## config.mk

```make
export PLATFORM = sky130hd
export DESIGN_NAME = ofd_decode_add
export DESIGN_NICKNAME = d
export VERILOG_FILES = /design/src/ofd_field_dec.v /design/src/ofd_adder.v /design/src/ofd_decode_add.v
export VERILOG_INCLUDE_DIRS = /design/src
export SDC_FILE = /design/constraint.sdc
export NUM_CORES = 1
export LEC_CHECK = 0
export ABC_AREA = 0
export BUFFER_PORTS_ARGS = -buffer_cell sky130_fd_sc_hd__buf_2
export CELL_PAD_IN_SITES_DETAIL_PLACEMENT = 0
export CELL_PAD_IN_SITES_GLOBAL_PLACEMENT = 1
export CORE_AREA = 2 2 114 198
export DETAILED_ROUTE_END_ITERATION = 8
export DIE_AREA = 0 0 116 200
export GPL_TIMING_DRIVEN = 0
export PLACE_DENSITY_LB_ADDON = 0.05
export SLEW_MARGIN = 20
export SYNTH_ARGS = -nofsm -noshare
export SYNTH_HDL_FRONTEND = slang
export SYNTH_SLANG_ARGS = --single-unit
```

## constraint.sdc

```tcl
create_clock -name clk -period 3.8 [get_ports clk]
set_input_delay 0.38 -clock clk [delete_from_list [all_inputs] [get_ports clk]]
set_output_delay 0.38 -clock clk [all_outputs]
set_load 0.02 [all_outputs]
```

## src/ofd_map.vh

```
`ifndef OFD_MAP_VH
`define OFD_MAP_VH
// flag bit positions
`define OFD_FLAG_S      7
`define OFD_FLAG_Z      6
`define OFD_FLAG_H      4
`define OFD_FLAG_PV     2
`define OFD_FLAG_N      1
`define OFD_FLAG_C      0
// register index inside the byte file
`define OFD_REG_ACC     3'h7
`define OFD_REG_MEM     3'h6
// prefixes and opcode layout
`define OFD_PFX_X       8'hdd
`define OFD_PFX_Y       8'hfd
`define OFD_GRP_REG     2'h2
`define OFD_GRP_IMM     2'h3
`define OFD_LOW_IMM     3'h6
`define OFD_OP_ADD      3'h0
`define OFD_OP_ADC      3'h1
// pair field codes
`define OFD_PAIR_FIRST  2'h0
`define OFD_PAIR_SECOND 2'h1
`define OFD_PAIR_THIRD  2'h2
`define OFD_PAIR_STACK  2'h3
// pair field kinds
`define OFD_KIND_PTR    2'h0
`define OFD_KIND_IX     2'h1
`define OFD_KIND_IY     2'h2
// state counts
`define OFD_ST_REG      4'h4
`define OFD_ST_MEM      4'h6
`define OFD_ST_IDX      4'he
// reset values
`define OFD_RST_BYTE    8'h00
`define OFD_RST_WORD    16'h0000
`endif

```

## src/ofd_field_dec.v

```verilog
`timescale 1ns/1ns
`default_nettype none
`include "ofd_map.vh"
module ofd_field_dec (
  input  wire [2:0]  reg_field,    // single-register field
  input  wire [1:0]  pair_field,   // register-pair field
  input  wire [1:0]  pair_kind,    // field type of pair field
  input  wire        half_sel,     // 1 high half, 0 low half
  input  wire [2:0]  bit_field,    // bit number field
  input  wire [2:0]  cond_field,   // branch condition field
  input  wire [2:0]  rst_field,    // restart field
  input  wire [7:0]  flags,        // current flags
  output reg  [2:0]  reg_index,    // byte register index
  output wire        reg_is_mem,   // field selects memory byte
  output reg  [2:0]  pair_index,   // 0..1 pairs,3 ptr,4 ix,5 iy,6 sp
  output wire        half_high,    // upper half selected
  output wire [7:0]  bit_mask,     // one-hot bit mask
  output reg         cond_true,    // condition met
  output wire [7:0]  rst_vector    // restart address
);
  //////////////////////////////////////////////////////////////////////
  always @* begin
    reg_index = reg_field;
  end
  assign reg_is_mem = (reg_field == `OFD_REG_MEM);
  //////////////////////////////////////////////////////////////////////
  always @* begin
    case (pair_field)
      `OFD_PAIR_FIRST:  pair_index = 3'h0;
      `OFD_PAIR_SECOND: pair_index = 3'h1;
      `OFD_PAIR_THIRD:
        pair_index = (pair_kind == `OFD_KIND_IX) ? 3'h4 :
                     (pair_kind == `OFD_KIND_IY) ? 3'h5 : 3'h3;
      default:          pair_index = 3'h6;
    endcase
  end
  assign half_high  = half_sel;
  assign bit_mask   = 8'h01 << bit_field;
  assign rst_vector = {2'h0, rst_field, 3'h0};
  //////////////////////////////////////////////////////////////////////
  always @* begin
    case (cond_field)
      3'h0:    cond_true = ~flags[`OFD_FLAG_Z];
      3'h1:    cond_true = flags[`OFD_FLAG_Z];
      3'h2:    cond_true = ~flags[`OFD_FLAG_C];
      3'h3:    cond_true = flags[`OFD_FLAG_C];
      3'h4:    cond_true = ~flags[`OFD_FLAG_PV];
      3'h5:    cond_true = flags[`OFD_FLAG_PV];
      3'h6:    cond_true = ~flags[`OFD_FLAG_S];
      default: cond_true = flags[`OFD_FLAG_S];
    endcase
  end
endmodule // ofd_field_dec
`default_nettype wire

```

## src/ofd_adder.v

```verilog
`timescale 1ns/1ns
`default_nettype none
`include "ofd_map.vh"
module ofd_adder (
  input  wire [7:0] acc,       // accumulator
  input  wire [7:0] operand,   // source byte
  input  wire       use_carry, // add-with-carry
  input  wire [7:0] flags_in,  // current flags
  output wire [7:0] sum,       // result
  output wire [7:0] flags_out  // new flags
);
  wire       cin;
  wire [4:0] low;
  wire [8:0] full;
  wire [7:0] f;
  assign cin  = use_carry & flags_in[`OFD_FLAG_C];
  assign low  = {1'b0, acc[3:0]} + {1'b0, operand[3:0]} + {4'h0, cin};
  assign full = {1'b0, acc} + {1'b0, operand} + {8'h00, cin};
  assign sum  = full[7:0];
  genvar i;
  generate
    for (i = 0; i < 8; i = i + 1) begin : g_flag
      if (i == `OFD_FLAG_S) begin : g_s
        assign f[i] = full[7];
      end else if (i == `OFD_FLAG_Z) begin : g_z
        assign f[i] = (full[7:0] == 8'h00);
      end else if (i == `OFD_FLAG_H) begin : g_h
        assign f[i] = low[4];
      end else if (i == `OFD_FLAG_PV) begin : g_v
        // signed overflow, not parity, for additions
        assign f[i] = (acc[7] == operand[7]) & (full[7] != acc[7]);
      end else if (i == `OFD_FLAG_N) begin : g_n
        assign f[i] = 1'b0;
      end else if (i == `OFD_FLAG_C) begin : g_c
        assign f[i] = full[8];
      end else begin : g_keep
        assign f[i] = flags_in[i];
      end
    end
  endgenerate
  assign flags_out = f;
endmodule // ofd_adder
`default_nettype wire

```

## src/ofd_decode_add.v

```verilog
`timescale 1ns/1ns
`default_nettype none
`include "ofd_map.vh"
module ofd_decode_add (
  input  wire        clk,          // 20 MHz core clock
  input  wire        rst_n,        // async reset, active low
  input  wire        byte_valid,   // fetch byte offered
  input  wire [7:0]  byte_data,    // opcode/operand byte
  output wire        byte_ready,   // byte taken this cycle
  output reg         mem_rd,       // memory operand read request
  output reg  [15:0] mem_addr,     // memory operand address
  input  wire        mem_valid,    // memory data returned
  input  wire [7:0]  mem_data,     // memory data
  input  wire        reg_wr,       // external register load strobe
  input  wire [2:0]  reg_wr_sel,   // register loaded (g code)
  input  wire [7:0]  reg_wr_data,  // value loaded
  input  wire        pair_wr,      // external pair load strobe
  input  wire [2:0]  pair_wr_sel,  // pair index loaded
  input  wire [15:0] pair_wr_data, // value loaded
  input  wire [1:0]  pair_field,   // pair field to decode
  input  wire [1:0]  pair_kind,    // 0 pointer,1 x,2 y type
  input  wire        half_sel,     // high half qualifier
  input  wire [2:0]  bit_field,    // bit field to decode
  input  wire [2:0]  cond_field,   // condition field to decode
  input  wire [2:0]  rst_field,    // restart field to decode
  output wire [7:0]  pair_half,    // selected half of pair
  output wire [7:0]  bit_mask,     // decoded bit mask
  output wire        cond_true,    // condition met
  output wire [7:0]  rst_vector,   // restart vector
  output reg  [7:0]  acc,          // accumulator
  output reg  [7:0]  flags,        // flag register
  output reg         done,         // instruction complete pulse
  output reg  [3:0]  state_count,  // states of finished instruction
  output reg         illegal       // unsupported opcode pulse
);
  //////////////////////////////////////////////////////////////////////
  localparam [6:0] S_OP    = 7'h01;
  localparam [6:0] S_OP2   = 7'h02;
  localparam [6:0] S_IMM   = 7'h04;
  localparam [6:0] S_DISP  = 7'h08;
  localparam [6:0] S_MREQ  = 7'h10;
  localparam [6:0] S_MWAIT = 7'h20;
  localparam [6:0] S_EXEC  = 7'h40;

  reg  [6:0]  state;
  reg  [6:0]  next_state;
  reg  [7:0]  gr [0:5];
  reg  [15:0] wr [0:3];   // pointer, x, y, stack
  reg  [1:0]  pfx;        // 0 none, 1 x, 2 y
  reg         carry_op;
  reg  [7:0]  operand;
  reg  [3:0]  states;

  wire [2:0] reg_index;
  wire       reg_is_mem;
  wire [2:0] pair_index;
  wire       half_high;
  wire [7:0] sum;
  wire [7:0] flags_new;
  wire       opc_add;
  wire       opc_adc;
  wire [15:0] base;
  wire [15:0] disp_ext;
  reg  [15:0] pair_val;
  reg  [7:0]  reg_val;
  wire        is_prefix;
  wire        is_add_grp;
  wire        is_imm_form;
  wire        is_reg_form;
  wire        is_mem_form;
  wire        in_opcode;
  wire        bad_op;

  //////////////////////////////////////////////////////////////////////
  ofd_field_dec u_fd (
    .reg_field  (byte_data[2:0]),
    .pair_field (pair_field),
    .pair_kind  (pair_kind),
    .half_sel   (half_sel),
    .bit_field  (bit_field),
    .cond_field (cond_field),
    .rst_field  (rst_field),
    .flags      (flags),
    .reg_index  (reg_index),
    .reg_is_mem (reg_is_mem),
    .pair_index (pair_index),
    .half_high  (half_high),
    .bit_mask   (bit_mask),
    .cond_true  (cond_true),
    .rst_vector (rst_vector)
  );

  ofd_adder u_add (
    .acc       (acc),
    .operand   (operand),
    .use_carry (carry_op),
    .flags_in  (flags),
    .sum       (sum),
    .flags_out (flags_new)
  );

  //////////////////////////////////////////////////////////////////////
  always @* begin
    case (pair_index)
      3'h0:    pair_val = {gr[0], gr[1]};
      3'h1:    pair_val = {gr[2], gr[3]};
      3'h3:    pair_val = wr[0];
      3'h4:    pair_val = wr[1];
      3'h5:    pair_val = wr[2];
      default: pair_val = wr[3];
    endcase
  end
  assign pair_half = half_high ? pair_val[15:8] : pair_val[7:0];

  always @* begin
    if (reg_index == `OFD_REG_ACC)
      reg_val = acc;
    else if (reg_index == `OFD_REG_MEM)
      reg_val = `OFD_RST_BYTE;
    else
      reg_val = gr[reg_index];
  end

  // add group: 10 00c sss or 11 00c 110
  assign opc_add = (byte_data[5:3] == `OFD_OP_ADD);
  assign opc_adc = (byte_data[5:3] == `OFD_OP_ADC);
  assign base     = (pfx == 2'h1) ? wr[1] : (pfx == 2'h2) ? wr[2] : wr[0];
  assign disp_ext = {{8{byte_data[7]}}, byte_data};

  // opcode classes; the middle field picks plain add or add-with-carry
  assign is_prefix   = (byte_data == `OFD_PFX_X) | (byte_data == `OFD_PFX_Y);
  assign is_add_grp  = opc_add | opc_adc;
  assign is_imm_form = (byte_data[7:6] == `OFD_GRP_IMM) & (byte_data[2:0] == `OFD_LOW_IMM);
  assign is_mem_form = (byte_data[7:6] == `OFD_GRP_REG) & reg_is_mem;
  assign is_reg_form = (byte_data[7:6] == `OFD_GRP_REG) & ~reg_is_mem;
  assign in_opcode   = (state == S_OP) | (state == S_OP2);
  // anything the sequencer cannot run falls back to opcode fetch
  assign bad_op      = in_opcode & byte_valid & (next_state == S_OP);

  assign byte_ready = (state == S_OP) | (state == S_OP2) |
                      (state == S_IMM) | (state == S_DISP);

  //////////////////////////////////////////////////////////////////////
  always @* begin
    next_state = state;
    case (state)
      S_OP, S_OP2: begin
        if (byte_valid) begin
          if (state == S_OP && is_prefix)
            next_state = S_OP2;
          else if (!is_add_grp)
            next_state = S_OP;
          else if (state == S_OP && is_imm_form)
            next_state = S_IMM;
          else if (is_mem_form)
            next_state = (state == S_OP2) ? S_DISP : S_MREQ;
          else if (state == S_OP && is_reg_form)
            next_state = S_EXEC;
          else
            next_state = S_OP;
        end
      end
      S_IMM:   next_state = byte_valid ? S_EXEC : S_IMM;
      S_DISP:  next_state = byte_valid ? S_MREQ : S_DISP;
      S_MREQ:  next_state = S_MWAIT;
      S_MWAIT: next_state = mem_valid ? S_EXEC : S_MWAIT;
      S_EXEC:  next_state = S_OP;
      default: next_state = S_OP;
    endcase
  end

  //////////////////////////////////////////////////////////////////////
  // register file: one bank per entry; accumulator and flags stay ours
  genvar n;
  generate
    for (n = 0; n < 6; n = n + 1) begin : g_gr
      always @(posedge clk or negedge rst_n) begin
        if (!rst_n)
          gr[n] <= `OFD_RST_BYTE;
        else if (reg_wr && {29'h0, reg_wr_sel} == n)
          gr[n] <= reg_wr_data;
      end
    end
    // pair codes 3..6; first and second pairs live in the byte banks
    for (n = 0; n < 4; n = n + 1) begin : g_wr
      always @(posedge clk or negedge rst_n) begin
        if (!rst_n)
          wr[n] <= `OFD_RST_WORD;
        else if (pair_wr && {29'h0, pair_wr_sel} == n + 3)
          wr[n] <= pair_wr_data;
      end
    end
  endgenerate

  //////////////////////////////////////////////////////////////////////
  always @(posedge clk or negedge rst_n) begin : p_seq
    if (!rst_n) begin
      state    <= S_OP;
      pfx      <= 2'h0;
      carry_op <= 1'b0;
      operand  <= `OFD_RST_BYTE;
      states   <= 4'h0;
      mem_rd   <= 1'b0;
      mem_addr <= `OFD_RST_WORD;
    end else begin
      state  <= next_state;
      mem_rd <= 1'b0;
      case (state)
        S_OP, S_OP2: begin
          if (byte_valid) begin
            carry_op <= opc_adc;
            if (next_state == S_OP2) begin
              pfx <= (byte_data == `OFD_PFX_X) ? 2'h1 : 2'h2;
            end else if (next_state == S_EXEC) begin
              operand <= reg_val;
              states  <= `OFD_ST_REG;
            end else if (next_state == S_IMM) begin
              states  <= `OFD_ST_MEM;
            end else if (next_state == S_MREQ) begin
              mem_addr <= wr[0];
              states   <= `OFD_ST_MEM;
            end else if (next_state == S_DISP) begin
              states   <= `OFD_ST_IDX;
            end else begin
              // a dropped opcode also drops any prefix ahead of it
              pfx <= 2'h0;
            end
          end
        end
        S_IMM: begin
          if (byte_valid)
            operand <= byte_data;
        end
        S_DISP: begin
          if (byte_valid)
            mem_addr <= base + disp_ext;
        end
        S_MREQ: begin
          mem_rd <= 1'b1;
        end
        S_MWAIT: begin
          if (mem_valid)
            operand <= mem_data;
        end
        S_EXEC: begin
          pfx <= 2'h0;
        end
        default: begin
          pfx <= 2'h0;
        end
      endcase
    end
  end

  //////////////////////////////////////////////////////////////////////
  // accumulator and flags move only at the end of an add
  always @(posedge clk or negedge rst_n) begin : p_acc
    if (!rst_n) begin
      acc   <= `OFD_RST_BYTE;
      flags <= `OFD_RST_BYTE;
    end else if (state == S_EXEC) begin
      acc   <= sum;
      flags <= flags_new;
    end
  end

  //////////////////////////////////////////////////////////////////////
  // status pulses; state_count reports the documented figure, not cycles
  always @(posedge clk or negedge rst_n) begin : p_report
    if (!rst_n) begin
      done        <= 1'b0;
      state_count <= 4'h0;
      illegal     <= 1'b0;
    end else begin
      done    <= (state == S_EXEC);
      illegal <= bad_op;
      if (state == S_EXEC)
        state_count <= states;
    end
  end
endmodule // ofd_decode_add
`default_nettype wire

```

# After elaboration in Yosys (flattened, before gate mapping)
# Index checks and enable logic that the tools add are counted.
[totals]
register_bits = 170
in_bits = 66
[op_classes]
n_addsub = 5
magnitude_cmp = 1
eq_ne = 60
n_shift = 1
muxes = 50
n_bitwise = 20
reduce_logical = 29
[op_table]
columns = ["op", "count"]
rows = [
  ["$mux 16", 8],
  ["$mux 8", 10],
  ["$pmux 16 s5", 1],
  ["$mux 7", 8],
  ["$eq 3x3->1 const B", 12],
  ["$pmux 7 s5", 1],
  ["$pmux 16 s2", 1],
  ["$bmux 8 s3", 1],
  ["$pmux 8 s3", 1],
  ["$eq 3x2->1 const B", 6],
  ["$ne 2x2->1 const B", 9],
  ["$add 16x16->16", 1],
  ["$eq 8x8->1 const B", 2],
  ["$mux 4", 4],
  ["$eq 7x1->1 const B", 2],
  ["$eq 7x2->1 const B", 2],
  ["$eq 7x3->1 const B", 2],
  ["$eq 7x4->1 const B", 2],
  ["$eq 7x5->1 const B", 2],
  ["$eq 7x7->1 const B", 2],
  ["$mux 2", 7],
  ["$logic_and 1x1->1", 13],
  ["$eq 3x1->1 const B", 4],
  ["$logic_not 3->1", 4],
  ["other kinds (33)", 61],
]

# Longest topological paths before layout
[depth]
ltp_word = 19
depth_mapped = 13
ltp_nobuf = 11

# By module
# From an unflattened synthesis, not the netlist that was laid out.
[hier_totals]
cells_unflattened = 991
area_unflattened_um2 = 10217.3
[modules_own_cells]
columns = ["mod", "n_inst", "cells_per_inst", "area_per_inst_um2"]
rows = [
  ["ofd_decode_add", 1, 907, 9554.2],
  ["ofd_adder", 1, 51, 422.9],
  ["ofd_field_dec", 1, 33, 240.2],
]

# Least setup slack after synthesis
# No wires, ideal clock.
[synth_path]
path_type = "reg-to-reg"
startpoint = "reg pfx[1]"
endpoint = "reg mem_addr[10]"
arrival_ns = 3.043
required_ns = 3.673
setup_slack_ns = 0.630
stages_incl_launch_ff = 14
path_buffers = 3
synth_period_minus_slack_ns = 3.170
path_cell_list = "dfrtp_1 -> clkbuf_1 -> clkbuf_1 -> buf_2 -> mux2i_1 -> a21oi_1 -> ha_1 -> fa_1 -> a21o_1 -> nand4_1 -> a21oi_1 -> o41ai_1 -> mux2i_1 -> nand3_1"
[synth_via]
elab_chain_len = 6
word_cells_on_any_way = 7
classes_between = "add/sub: 1; eq/ne: 2; mux: 4"
[synth_lines]
columns = ["element", "line", "rtl"]
rows = [
  ["from (decl)", "ofd_decode_add.v:49", "reg [1:0] pfx;"],
  ["from (signal assigned)", "ofd_decode_add.v:213", "pfx <= (byte_data == `OFD_PFX_X) ? 2'h1 : 2'h2;"],
  ["$eq 2x2->1", "ofd_decode_add.v:127", "assign base = (pfx == 2'h1) ? wr[1] : (pfx == 2'h2) ? wr[2] : wr[0];"],
  ["$mux 16", "ofd_decode_add.v:127", ""],
  ["$mux 16 *", "ofd_decode_add.v:127", ""],
  ["$add 16x16->16 *", "ofd_decode_add.v:236", "mem_addr <= base + disp_ext;"],
  ["$mux 16 *", "ofd_decode_add.v:235", "if (byte_valid)"],
  ["$pmux 16 s2 *", "ofd_decode_add.v:208", "case (state)"],
  ["to (signal assigned)", "ofd_decode_add.v:204", "mem_addr <= `OFD_RST_WORD;"],
  ["to (signal assigned)", "ofd_decode_add.v:220", "mem_addr <= wr[0];"],
  ["to (signal assigned)", "ofd_decode_add.v:236", ""],
  ["to (decl)", "ofd_decode_add.v:11", "output reg [15:0] mem_addr,"],
]
# Every way passes the cells marked *; elsewhere a longest branch is shown, timed or not. The select of a mux whose other input is x is not followed.
# A chain may end at the register's enable or synchronous reset.

# Final worst setup path
[layout_path]
startpoint = "reg pfx[1]"
endpoint = "reg mem_addr[12]"
# Same word-level chain as after synthesis.

==> results.json <==
{
  "pwr-share-clk_pct": 26.9,
  "synth_flop_cell": "dfrtp_1",
  "startpoint_type": "flop",
  "worst-path-max-fanout": 13,
  "synth.area.top_cells": "dfrtp_1 (43%), mux2_2 (15%), nand2_1 (3.2%)",
  "grt_pass1_wl_um": 45900,
  "hold_ws_ns": 0.163,
  "numPortBuffers": 116,
  "netlist-cell-type-count": 73,
  "rows": 71,
  "syn_area_sq_um": 9750,
  "hold_viol_final": 0,
  "ys_seq_area_share_pct": 42.9,
  "slew_headroom_pct": 27.4,
  "fin_util_pct": 52.9,
  "dpl_cell_area_sq_um": 10800,
  "synth_edf_count": 0,
  "worst_slew_pin_slew_ns": 1.09,
  "wirelength_um": 29800,
  "combPwrFrac_pct": 31.5,
  "grt_overflow": 0,
  "nets": 1176,
  "setup_tns_ns": 0,
  "via_per_inst": 5.70,
  "fin_ws_ns": 0.281,
  "pin_count": 131,
  "core_sq_um": 21500,
  "grt_pass1_vias": 7925,
  "finalSetupViolCount": 0,
  "maxCapViolations": 0,
  "switching_share_pct": 36.0,
  "rsz0062_at_grt": "false",
  "n_antenna_cell": 0,
  "period_minus_slack_ns": 3.52,
  "postRouteAntennaNets": 0,
  "pre_cts_ws_ns": -0.236,
  "seqPwrFrac_pct": 41.6,
  "postSynthAreaPerCell_sq_um": 10.4,
  "path_clk_slew_ns": 0.07,
  "wl_per_cell_um": 21.5,
  "worstPathCellList": "clkbuf_2 -> buf_2 -> mux2i_1 -> a21oi_1 -> ha_1 -> fa_1 -> a21o_1 -> nand4_1 -> a21oi_1 -> nor3_1 -> mux2i_1 -> nand3_1",
  "die-area_sq_um": 23200,
  "initial_utilization_pct": 45.4,
  "cts_inserted_buffers": 17,
  "place_hpwl_um": 22700,
  "synth_top_area_share_pct": 42.6,
  "drc": 0,
  "required_ns": 4.13,
  "drtIter0Drc": 419,
  "hold_path.class": "input port to flop",
  "track_usage_pct": 26.7,
  "nFillCells": 2124,
  "design_area_sq_um": 11400,
  "clk_latency_ns": 0.45,
  "power_density_nw_per_um2": 547,
  "yosys_warnings": 0,
  "path_class": "flop to flop",
  "die_w_um": 116,
  "fin_skew_ns": 0.00772,
  "period_share_pct": 92.6,
  "htreeDepth": 4,
  "synth_largest_area_cell": "dfrtp_1",
  "synthesis.instances": 936,
  "grt_max_degree": 89,
  "outcome": "completed",
  "irDropWorstVdd_mv": 0.434,
  "cts_tree": "built",
  "slew_violations": 0,
  "cts-root-buf": "clkbuf_16",
  "first_pass_iters": 6,
  "synth_seq_cells": 167,
  "power.leakage_nw": 5.04,
  "clk_path_buf_depth": 2,
  "die_h_um": 200,
  "cp_top_family": "adder cells",
  "netSwitchingPower_w": 0.00224,
  "p_int_w": 0.00398,
  "cp-end-kind": "flop",
  "vias": 7905,
  "fmax_mhz": 284,
  "drive_above_1_share_pct": 30.0,
  "worstPathBufferInverterCount": 2,
  "antenna_found_initial": 0,
  "arrival_ns": 3.85,
  "place.gp.congestion": 0.874,
  "slowest_delay_ns": 0.54,
  "async_reset_ff_share_pct": 100,
  "clock-sinks": 167,
  "cpMaxStageDelayCell": "dfrtp_2",
  "syn2layout_area_growth_pct": 16.6
}
flip-flops by register name, summed over array words and instances, names as in the netlist:
signal / cells
flags: 4
gr: 48
illegal: 1
done: 1
wr: 64
states: 3
mem_addr: 16
state: 7
acc: 8
state_count: 3
mem_rd: 1
carry_op: 1
operand: 8
pfx: 2
per-stage QoR:
stage	std cells	total power [W]
3_3_place_gp	1352	0.00453
3_5_place_dp	1353	0.00456
5_1_grt	1387	0.00655
4_1_cts	1384	0.00623
6_report	1387	0.00622
2_1_floorplan	944	0.00386
logic make-up (layout without fill, tap and decap cells):
| logic type | Yosys count | after routing | share of synthesized area (%) |
|---|---|---|---|
| AO/OA/AOI/OAI | 222 | 222 | 15.0 |
| XOR/XNOR | 19 | 19 | 1.71 |
| adder cells (fa/ha/maj) | 27 | 27 | 3.70 |
| buffers and inverters | 72 | 223 | 3.50 |
| flip-flops | 167 | 167 | 42.9 |
| multiplexers | 156 | 156 | 18.8 |
| other | 1 | 9 | 0.0385 |
| AND/OR/NAND/NOR | 272 | 272 | 14.4 |
worst register-to-register path, stage by stage (launching register included):
cell      delay (ns)
dfrtp_2         0.54
clkbuf_2        0.31
buf_2           0.30
mux2i_1         0.24
a21oi_1         0.09
ha_1            0.26
fa_1            0.43
a21o_1          0.21
nand4_1         0.17
a21oi_1         0.11
nor3_1          0.43
mux2i_1         0.24
nand3_1         0.09
routing by layer:
metal	track usage [%]	vias up	share of wire (%)
li1	-	3762	-
met2	47.3	158	53
met5	0	-	0
met4	11.4	0	3.5
met1	32.6	3941	41
met3	3.14	44	2.6
Yosys cell counts (3+ instances only):
| library cell | instances |
|---|---|
| o21bai_1 | 8 |
| xor2_1 | 7 |
| nand3b_1 | 3 |
| a22oi_1 | 8 |
| buf_2 | 9 |
| dfrtp_1 | 166 |
| a221o_1 | 16 |
| o211ai_1 | 10 |
| nand2b_1 | 6 |
| nor2b_1 | 24 |
| nand4_1 | 6 |
| fa_1 | 3 |
| nand4b_1 | 4 |
| a21o_1 | 5 |
| nand3_1 | 32 |
| nand2_1 | 82 |
| inv_1 | 9 |
| mux2_2 | 126 |
| a21oi_1 | 59 |
| buf_4 | 14 |
| a221oi_1 | 10 |
| or3_1 | 3 |
| nor4bb_1 | 4 |
| nor3b_1 | 9 |
| ha_1 | 24 |
| mux4_2 | 9 |
| nor3_1 | 16 |
| a31oi_1 | 3 |
| xnor2_1 | 12 |
| a211oi_1 | 27 |
| mux2i_1 | 21 |
| o21ai_0 | 53 |
| and3_1 | 10 |
| nor2_1 | 53 |
| clkbuf_1 | 37 |
power groups by stage:
| stage | sequential (W) | clock (W) | combinational (W) |
|---|---|---|---|
| after floorplan | 0.00249 | 0 | 0.00137 |
| after global placement | 0.00261 | 0 | 0.00191 |
| after detailed placement | 0.00262 | 0 | 0.00194 |
| after CTS | 0.00258 | 0.00169 | 0.00195 |
| after global routing | 0.00263 | 0.00175 | 0.00218 |
| final | 0.00259 | 0.00167 | 0.00196 |
layout by cell type (no fill, tap or decap), types with 10 or more instances in the layout:
cell       instances
buf_4             17
a221oi_1          10
o211ai_1          10
buf_2            124
a211oi_1          27
a221o_1           16
dfrtp_1          165
a21oi_1           59
o21ai_0           53
nand3_1           32
and3_1            10
nor3_1            14
nand2_1           82
nor2_1            53
clkbuf_16         17
xnor2_1           12
ha_1              24
clkbuf_1          35
mux2_2           126
mux2i_1           21
nor2b_1           24
worst paths after layout:
path                            cells past startpoint        endpoint  slack, ns      startpoint
worst max-delay path                               12    mem_addr[12]       0.28          pfx[1]
worst min-delay path                                2        state[5]       0.16       mem_valid
worst max register to register                     12    mem_addr[12]       0.28          pfx[1]
worst min register to register                      2  state_count[1]       0.47  state_count[1]
max in group asynchronous                           3           wr[8]       2.37           rst_n
min in group asynchronous                           2          acc[7]       0.54           rst_n
what timing repair did:
item                                    CTS  global route
setup buffers                             0             3
resized for setup                         1             1
endpoints found under the hold margin    78             0
endpoints found under the setup margin    7             5
pin swaps                                 0             1
hold buffers                              1             0
layout make-up:
cell class | instances | area (sq um) | area share, %
Timing Repair Buffer | 121 | 651 | 5.72
Inverter | 11 | 41.3 | 0.363
Sequential cell | 167 | 4180 | 36.8
Clock inverter | 14 | 128 | 1.12
Tap cell | 292 | 365 | 3.21
Multi-Input combinational cell | 705 | 5280 | 46.4
Buffer | 60 | 298 | 2.62
Clock buffer | 17 | 425 | 3.74
(Power assumes the default switching activity.)
